**config.mk**
```make
export PLATFORM = sky130hd
export DESIGN_NAME = sld_top
export DESIGN_NICKNAME = d
export VERILOG_FILES = /design/src/inc/sld_pkg.sv /design/src/inc/sld_if.sv /design/src/core/sld_buf.sv /design/src/core/sld_top.sv
export SDC_FILE = /design/constraint.sdc
export NUM_CORES = 1
export LEC_CHECK = 0
export BUFFER_PORTS_ARGS = -buffer_cell sky130_fd_sc_hd__buf_4
export CORE_MARGIN = 10
export CORE_UTILIZATION = 49
export CTS_CLUSTER_DIAMETER = 120
export DETAILED_ROUTE_END_ITERATION = 8
export PLACE_DENSITY = 0.82
export SLEW_MARGIN = 0
export SYNTH_ARGS = -nofsm -noshare
export SYNTH_HDL_FRONTEND = slang
export SYNTH_SLANG_ARGS = --single-unit
export TNS_END_PERCENT = 20
```
**constraint.sdc**
```tcl
create_clock -name core_clk -period 1.6 [get_ports core_clk]
set_input_delay 0.32 -clock core_clk [delete_from_list [all_inputs] [get_ports core_clk]]
set_output_delay 0.32 -clock core_clk [all_outputs]
set_load 0.02 [all_outputs]
```
**src/inc/sld_pkg.sv**
```systemverilog
// Constants shared by the serial latched driver design.
// Assumes nothing of its surroundings; imported by the buffer and top-level design files.
package sld_pkg;

  // -----------------------------------------------------------------
  // Structure
  // -----------------------------------------------------------------
  localparam int unsigned SLD_STAGES    = 12; // Shift stages and outputs
  localparam int unsigned SLD_BUF_DEPTH = 2;  // Entries in the bit buffer
  localparam int unsigned SLD_BUF_CNT_W = 2;  // Width of the entry count

  // -----------------------------------------------------------------
  // Timing
  // -----------------------------------------------------------------
  localparam int unsigned SLD_CORE_CLK_NS  = 8;   // Core clock period
  localparam int unsigned SLD_LINK_CLK_NS  = 160; // Shift clock period
  // Core cycles per shift clock period, rounded down
  localparam int unsigned SLD_LINK_CYC =
    (SLD_LINK_CLK_NS / SLD_CORE_CLK_NS < 1) ? 1 :
    SLD_LINK_CLK_NS / SLD_CORE_CLK_NS;

  // -----------------------------------------------------------------
  // Reset values
  // -----------------------------------------------------------------
  localparam logic [SLD_STAGES-1:0] SLD_SHIFT_RST = 12'h000;
  localparam logic [SLD_STAGES-1:0] SLD_LATCH_RST = 12'h000;
  localparam logic [SLD_STAGES-1:0] SLD_PULL_RST  = 12'hfff;

endpackage : sld_pkg

```
**src/inc/sld_if.sv**
```systemverilog
// Valid/ready carrier between the bit sampler, the buffer and the
// shift stage. Assumes one clock domain, the core clock.
`timescale 1ns/1ps

interface sld_if #(
  parameter int unsigned WIDTH = 1
);
  logic             push_valid;
  logic             push_ready;
  logic [WIDTH-1:0] push_data;
  logic             pop_valid;
  logic             pop_ready;
  logic [WIDTH-1:0] pop_data;

  // Filling and draining side, and buffer
  modport fill  (output push_valid, output push_data, input push_ready,
                 input pop_valid, input pop_data, output pop_ready);
  modport store (input push_valid, input push_data, output push_ready,
                 output pop_valid, output pop_data, input pop_ready);
endinterface : sld_if

```
**src/core/sld_buf.sv**
```systemverilog
// Two-entry valid/ready buffer for sampled serial bits.
// Assumes synchronous active-low reset on the core clock.
`timescale 1ns/1ps

module sld_buf
  import sld_pkg::*;
#(
  parameter int unsigned WIDTH = 1,
  parameter int unsigned DEPTH = sld_pkg::SLD_BUF_DEPTH
) (
  // Clock and reset
  input  wire logic core_clk,
  input  wire logic rst_n,
  // Both sides of the buffer
  sld_if.store      bq
);

  // -----------------------------------------------------------------
  // Elaboration checks
  // -----------------------------------------------------------------
  if (DEPTH != 2 || WIDTH < 1) begin : g_bad_param
    $error("sld_buf serves two entries of at least one bit");
  end

  localparam logic [SLD_BUF_CNT_W-1:0] CNT_ZERO = 2'h0;
  localparam logic [SLD_BUF_CNT_W-1:0] CNT_ONE  = 2'h1;
  localparam logic [SLD_BUF_CNT_W-1:0] CNT_FULL = 2'h2;

  logic [SLD_BUF_CNT_W-1:0] cnt_ff;
  logic [WIDTH-1:0]         head_ff;
  logic [WIDTH-1:0]         tail_ff;
  logic [SLD_BUF_CNT_W-1:0] nxt_cnt;
  logic [WIDTH-1:0]         nxt_head;
  logic [WIDTH-1:0]         nxt_tail;
  wire                      push_fire;
  wire                      pop_fire;

  // -----------------------------------------------------------------
  // Handshakes and next state
  // -----------------------------------------------------------------
  // Honest flags straight from the count
  assign bq.push_ready = (cnt_ff != CNT_FULL);
  assign bq.pop_valid  = (cnt_ff != CNT_ZERO);
  assign bq.pop_data   = head_ff;
  assign push_fire     = bq.push_valid & bq.push_ready;
  assign pop_fire      = bq.pop_valid & bq.pop_ready;

  assign nxt_cnt = cnt_ff + SLD_BUF_CNT_W'(push_fire)
                   - SLD_BUF_CNT_W'(pop_fire);
  // Head refills from the tail when full, else from the new bit
  assign nxt_head = pop_fire ? ((cnt_ff == CNT_FULL) ? tail_ff
                                                     : bq.push_data)
                  : ((cnt_ff == CNT_ZERO) ? bq.push_data : head_ff);
  assign nxt_tail = (push_fire &&
                     ((cnt_ff == CNT_ONE && !pop_fire) ||
                      (cnt_ff == CNT_FULL && pop_fire)))
                  ? bq.push_data : tail_ff;

  // Storage registers
  always_ff @(posedge core_clk) begin
    if (!rst_n) begin
      cnt_ff  <= CNT_ZERO;
      head_ff <= '0;
      tail_ff <= '0;
    end else begin
      cnt_ff  <= nxt_cnt;
      head_ff <= nxt_head;
      tail_ff <= nxt_tail;
    end
  end

  // -----------------------------------------------------------------
  // Checks
  // -----------------------------------------------------------------
  chk_buf_bound: assert property (@(posedge core_clk) disable iff (!rst_n)
    cnt_ff <= CNT_FULL)
    else $error("buffer count beyond two");

  chk_buf_order: assert property (@(posedge core_clk) disable iff (!rst_n)
    (cnt_ff == CNT_FULL && pop_fire) |=> (head_ff == $past(tail_ff)))
    else $error("buffer lost word order");

endmodule : sld_buf

```
**src/core/sld_top.sv**
```systemverilog
// Serial-in, parallel-out latched driver controller, core logic.
// Assumes pins are asynchronous to core_clk and that the shift clock
// runs well below the core clock (period of several core cycles).
//
// Function
// [RULE_01] Twelve shift stages, each with one latch and one driver.
// [RULE_02] A rising shift clock loads the data pin level into stage one.
// [RULE_03] Each further rising shift clock moves every stage one on.
// [RULE_04] While latch enable is high each latch takes its stage.
// [RULE_05] Latches follow while enable stays high and hold once it drops.
// [RULE_06] With latch enable tied high the host keeps disable high; sld_host raises it while send_word shifts a word and when set_ctl sets it.
// [RULE_07] Disable high turns all sources off and all pull-downs on.
// [RULE_08] Disable never alters what the latches hold.
// [RULE_09] Disable low drives each output high or low from its latch.
// [RULE_10] The cascade output shows the last stage after each shift.
`timescale 1ns/1ps

module sld_top
  import sld_pkg::*;
#(
  parameter int unsigned STAGES = sld_pkg::SLD_STAGES
) (
  // Clock and reset
  input  wire logic              core_clk,
  input  wire logic              rst_n,
  // Serial link pins
  input  wire logic              shift_clk,
  input  wire logic              ser_din,
  input  wire logic              latch_en,
  input  wire logic              out_dis,
  // Cascade output
  output logic                   ser_dout_ff,
  // Output stage controls
  output logic [STAGES-1:0]      src_on_ff,
  output logic [STAGES-1:0]      pull_on_ff,
  // Bit lost because the buffer was full
  output logic                   overrun_ff
);

  // -----------------------------------------------------------------
  // Elaboration checks
  // -----------------------------------------------------------------
  if (STAGES != SLD_STAGES) begin : g_bad_param
    $error("sld_top reset constants serve twelve stages only");
  end

  // -----------------------------------------------------------------
  // Pin synchronisers
  // -----------------------------------------------------------------
  logic [3:0] meta_ff;  // First flops, read only by the second rank
  logic [3:0] sync_ff;  // Second flops, safe to use
  logic       clk_prev_ff;

  // Two flops per pin; the shift clock is just sampled data here
  always_ff @(posedge core_clk) begin
    if (!rst_n) begin
      meta_ff     <= 4'h0;
      sync_ff     <= 4'h0;
      clk_prev_ff <= 1'b0;
    end else begin
      meta_ff     <= {out_dis, latch_en, ser_din, shift_clk};
      sync_ff     <= meta_ff;
      clk_prev_ff <= sync_ff[0];
    end
  end

  wire clk_s  = sync_ff[0];
  wire din_s  = sync_ff[1];
  wire le_s   = sync_ff[2];
  wire dis_s  = sync_ff[3];
  // Data and clock share synchroniser depth, so data is sampled at
  // the same core edge that sees the shift clock rise
  wire clk_rise = clk_s & ~clk_prev_ff;

  // -----------------------------------------------------------------
  // Bit buffer between sampler and shift stages
  // -----------------------------------------------------------------
  sld_if #(.WIDTH(1)) bq ();

  sld_buf #(
    .WIDTH (1),
    .DEPTH (SLD_BUF_DEPTH)
  ) u_buf (
    .core_clk (core_clk),
    .rst_n    (rst_n),
    .bq       (bq.store)
  );

  logic le_prev_ff;
  // Shift stalls for one cycle as the latch opens, so the first copy
  // sees a settled stage pattern; the buffer absorbs the held bit
  wire  le_open   = le_s & ~le_prev_ff;
  wire  shift_go  = bq.pop_valid & bq.pop_ready;

  assign bq.push_valid = clk_rise;                        // RULE_02
  assign bq.push_data  = din_s;                           // RULE_02
  assign bq.pop_ready  = ~le_open;

  // -----------------------------------------------------------------
  // Shift stages, latches and output stage
  // -----------------------------------------------------------------
  logic [STAGES-1:0] shift_ff;                            // RULE_01
  logic [STAGES-1:0] latch_ff;                            // RULE_01
  logic [STAGES-1:0] nxt_shift;
  logic [STAGES-1:0] nxt_latch;
  logic [STAGES-1:0] nxt_src;
  logic [STAGES-1:0] nxt_pull;
  logic              nxt_overrun;

  // New bit enters stage one, the rest move toward the cascade end
  assign nxt_shift = shift_go
                   ? {shift_ff[STAGES-2:0], bq.pop_data}  // RULE_02 RULE_03
                   : shift_ff;
  // Transparent while enabled, else holding; disable plays no part
  assign nxt_latch = le_s ? shift_ff : latch_ff;  // RULE_04 RULE_05 RULE_08
  // Blanking forces sources off and pull-downs on
  assign nxt_src   = dis_s ? '0 : latch_ff;               // RULE_07 RULE_09
  assign nxt_pull  = dis_s ? '1 : ~latch_ff;              // RULE_07 RULE_09
  // Sticky loss flag; a too-fast shift clock is the usual cause
  assign nxt_overrun = overrun_ff | (clk_rise & ~bq.push_ready);

  // Main registers
  always_ff @(posedge core_clk) begin
    if (!rst_n) begin
      shift_ff    <= SLD_SHIFT_RST;
      latch_ff    <= SLD_LATCH_RST;
      src_on_ff   <= '0;
      pull_on_ff  <= SLD_PULL_RST;
      ser_dout_ff <= 1'b0;
      overrun_ff  <= 1'b0;
      le_prev_ff  <= 1'b0;
    end else begin
      shift_ff    <= nxt_shift;
      latch_ff    <= nxt_latch;
      src_on_ff   <= nxt_src;
      pull_on_ff  <= nxt_pull;
      ser_dout_ff <= nxt_shift[STAGES-1];                 // RULE_10
      overrun_ff  <= nxt_overrun;
      le_prev_ff  <= le_s;
    end
  end

  // -----------------------------------------------------------------
  // Checks
  // -----------------------------------------------------------------
  chk_first_stage_load: // RULE_02
    assert property (@(posedge core_clk) disable iff (!rst_n)
      shift_go |=> (shift_ff[0] == $past(bq.pop_data)))
    else $error("stage one missed the sampled bit");

  chk_pin_to_stage: // RULE_02
    assert property (@(posedge core_clk) disable iff (!rst_n)
      // A latch opening one cycle on stalls the load, so it is left out
      (clk_rise && bq.push_ready && !bq.pop_valid && !le_s) ##1 !le_open
        |=> (shift_ff[0] == $past(din_s, 2)))
    else $error("rising shift clock did not load the data level");

  chk_stage_move: // RULE_03
    assert property (@(posedge core_clk) disable iff (!rst_n)
      shift_go |=> (shift_ff[STAGES-1:1] == $past(shift_ff[STAGES-2:0])))
    else $error("stages did not move on");

  chk_stage_hold: // RULE_03
    assert property (@(posedge core_clk) disable iff (!rst_n)
      !shift_go |=> $stable(shift_ff))
    else $error("stages changed without a shift");

  chk_latch_follow: // RULE_04
    assert property (@(posedge core_clk) disable iff (!rst_n)
      le_s |=> (latch_ff == $past(shift_ff)))
    else $error("open latch did not take its stage");

  chk_latch_keep: // RULE_05
    assert property (@(posedge core_clk) disable iff (!rst_n)
      (!le_s ##1 !le_s) |=> $stable(latch_ff))
    else $error("closed latch changed");

  chk_blank_keep: // RULE_08
    assert property (@(posedge core_clk) disable iff (!rst_n)
      ($changed(dis_s) && !le_s) |=> $stable(latch_ff))
    else $error("disable disturbed the latches");

  chk_blank_off: // RULE_07
    assert property (@(posedge core_clk) disable iff (!rst_n)
      dis_s |=> (src_on_ff == '0 && pull_on_ff == '1))
    else $error("outputs not forced off while disabled");

  chk_out_follow: // RULE_09
    assert property (@(posedge core_clk) disable iff (!rst_n)
      !dis_s |=> (src_on_ff == $past(latch_ff) &&
                  pull_on_ff == ~$past(latch_ff)))
    else $error("outputs do not follow the latches");

  chk_cascade_last: // RULE_10
    assert property (@(posedge core_clk) disable iff (!rst_n)
      shift_go |=> (ser_dout_ff == $past(shift_ff[STAGES-2])))
    else $error("cascade output differs from the last stage");

endmodule : sld_top

```
==> impl_metrics.env <==
export IMPL_pin_count=32
export IMPL_fin_skew_ns=0.00898
export IMPL_dp_cells=272
export IMPL_synthMuxAreaShare_pct=6.22
export IMPL_synth_compound_area_share_pct=7.89
export IMPL_ys_warn_count=0
export IMPL_r2r_end="u_buf.cnt_ff[1]"
export IMPL_grt_pass1_vias=1376
export IMPL_cts_tree="done"
export IMPL_antenna_found_initial=0
export IMPL_regArea_sq_um=1260
export IMPL_fin_area_sq_um=2590
export IMPL_layout_common_cells="dfxtp_1, buf_4, inv_1, nand2_1"
export IMPL_mostFrequentLayoutCell="dfxtp_1"
export IMPL_finalHoldViolCount=0
export IMPL_place_ws_ns=0.0521
export IMPL_p_leak_nw=1.11
export IMPL_fin_crit_sh_pct=99.7
export IMPL_synth_seq_cells=63
export IMPL_clock_sinks=63
export IMPL_die_h_um=85.4
export IMPL_cp_top_family="adder cells"
export IMPL_synth_adder_area_share_pct=1.20
export IMPL_synthesis_nets=204
export IMPL_synth_xor_area_share_pct=0.837
export IMPL_maxCapViolations=0
export IMPL_netlist_area_sq_um=2090
export IMPL_num_antenna_cells=0
export IMPL_crit_path_max_fanout=2
export IMPL_async_reset_ff_share_pct=0
export IMPL_cts_buffer_depth=2
export IMPL_path_cells="and2b_4 > nor2_2 > ha_1 > inv_1 > ha_2 > xnor2_2 > xnor2_1 > and2_1"
export IMPL_grt_max_degree=41
export IMPL_status="completed"
export IMPL_power_density_nw_per_um2=1340
export IMPL_fmax_mhz=627
export IMPL_synthCells=196
export IMPL_ys_dominant_reg_cell="dfxtp_1"
export IMPL_syn_to_final_growth_pct=23.6
export IMPL_critPathCaptureType="flip-flop"
export IMPL_dpl_cell_area_sq_um=2380
export IMPL_synth_area_leaders="dfxtp_1, mux2i_1, a21boi_1"
export IMPL_ant_nets=0
export IMPL_hp_class="in2reg"
export IMPL_portBuffers=31
export IMPL_ir_worst_vdd_mv=0.640
export IMPL_worstSetupPathType="reg2reg"
export IMPL_hpwl_um=2280
export IMPL_fp_coreArea_sq_um=4060
export IMPL_synth_edf_count=0
export IMPL_htree_levels=3
export IMPL_holdPathStages=2
export IMPL_dr_total_vias=1377
export IMPL_whs_ns=0.188
export IMPL_relSlewSlack_pct=40.8
export IMPL_nNetsFinal=241
export IMPL_worstMarginPinSlew_ns=0.886
export IMPL_synth_cell_types=28
export IMPL_start_util_pct=51.6
export IMPL_crit_slowest_cell="dfxtp_2"
export IMPL_dieWidth_um=85.4
export IMPL_max_stage_delay_ns=0.31
export IMPL_grt_pass1_wl_um=5970
export IMPL_post_cts_buffers=0
export IMPL_final_util_pct=63.8
export IMPL_multi_input_area_sq_um=722
export IMPL_grt_usage_pct=10.4
export IMPL_hold_end="meta_ff[2]"
export IMPL_yosysTopAreaCellShare_pct=60.3
export IMPL_slew_viol_final=0
export IMPL_setup_viol=0
export IMPL_r2r_start="le_prev_ff"
export IMPL_routed_via_density=4.78
export IMPL_cts_root_buf="clkbuf_8"
export IMPL_drive_gt1_share_pct=26.5
export IMPL_setup_slack_ns=0.00473
export IMPL_cp_start_kind="flip-flop"
export IMPL_r2r_cells=8
export IMPL_place_congestion=0.691
export IMPL_nFillCells=320
export IMPL_drt_total_wl_um=3480
export IMPL_arrival_ns=1.83
export IMPL_clk_transition_reported_paths_ns=0.07
export IMPL_overflow=0
export IMPL_route_detailed_drc=0
export IMPL_dieArea_sq_um=7290
export IMPL_cp_num_buf_inv=1
export IMPL_yosys_area_share_simple_pct=17.8
export IMPL_period_minus_slack_ns=1.60
export IMPL_routedWlPerCell_um=12.1
export IMPL_drt_first_pass_iters=6
export IMPL_r2r_slack_ns=0.005
export IMPL_min_from="latch_en"
export IMPL_synth_top_family_by_area="simple AND/OR/NAND/NOR gates"
export IMPL_cts_buffers=9
export IMPL_syn_avg_cell_area_sq_um=10.7
export IMPL_drt_iter0_markers=78
export IMPL_synth_top_area_cell="dfxtp_1"
export IMPL_clk_insertion_delay_late_ns=0.34
export IMPL_row_count=23
export IMPL_cp_required_ns=1.83
export IMPL_synth_seq_area_share_pct=60.3
export IMPL_fin_cells=288
export IMPL_rsz0062_at_grt="true"
[what timing repair did]
action | in CTS | in global routing
hold buffers | 0 | 0
setup endpoints to repair | 1 | 1
resized for setup | 0 | 1
pin swaps | 1 | 2
[stage by stage]
stage	power, mW	TNS (ns)
after floorplan	2.01	-0.0894
after global placement	2.06	0
after detailed placement	2.07	0
after CTS	3.50	0
after global routing	3.62	-0.0661
final	3.46	0
[logic make-up after synthesis]
| kind of cell | after synthesis |
|---|---|
| compound gates | 26 |
| xor+xnor | 2 |
| fa+ha+maj | 2 |
| buf+inv | 25 |
| flops | 63 |
| mux | 13 |
| simple gates | 65 |
[Yosys cell counts, types with 2 or more instances]
cell and instances:
a21boi_1 12, and2_1 12, buf_2 2, buf_4 3, buf_6 2, clkbuf_1 4, dfxtp_1 63, ha_1 2
inv_1 14, mux2i_1 13, nand2_1 14, nand2b_1 2, nand3_1 12, nor2_1 3, nor2b_1 13, nor3_1 2
o21ai_0 3, o21ai_1 9, xnor2_1 2
[per-layer routing]
metal  track usage [%]  up-vias  wire [um]
met4              8.23        0        116
li1                  -      710          -
met5                 0        -          0
met1              9.65      625       1470
met2              16.6       31       1620
met3              5.64       11        269
[worst reg2reg max path, cell delays in order (launching register included)]
cell and delay, ns:
dfxtp_2 0.31, and2b_4 0.24, nor2_2 0.04, ha_1 0.26, inv_1 0.04, ha_2 0.19
xnor2_2 0.15, xnor2_1 0.13, and2_1 0.13
[state kept, by name, summed over array words and instances (netlist names), 2 cells and up]
name          count
pull_on_ff       12
sync_ff           4
meta_ff           4
latch_ff         12
u_buf.cnt_ff      2
src_on_ff        12
shift_ff         11
[where the power goes]
part	leakage [nW]	switching (mW)	total (mW)	internal (mW)
logic	0.489	0.231	0.408	0.176
registers	0.511	0.0301	1.64	1.61
clock network	0.109	0.570	1.41	0.842
total	1.11	0.831	3.46	2.63
[worst max-delay path by stage]
stage	from	to	slack (ns)	cells after the start
floorplan	sync_ff[2]	u_buf.cnt_ff[1]	-0.09	10
global placement	le_prev_ff	u_buf.cnt_ff[1]	0.09	8
detailed placement	le_prev_ff	u_buf.cnt_ff[1]	0.05	8
CTS	le_prev_ff	u_buf.cnt_ff[1]	0.004	8
global route	le_prev_ff	u_buf.cnt_ff[1]	-0.07	8
finish	le_prev_ff	u_buf.cnt_ff[1]	0.005	8
[cell type report]
class | instances | area share [%]
flip-flops and latches | 63 | 48.8
multi-input cells | 108 | 27.9
repair buffers | 37 | 10.7
clock buffers | 13 | 6.53
well taps | 50 | 2.42
inverters | 14 | 2.03
clock inverters | 3 | 1.55
Note: power is estimated with default switching activity, not from simulation.
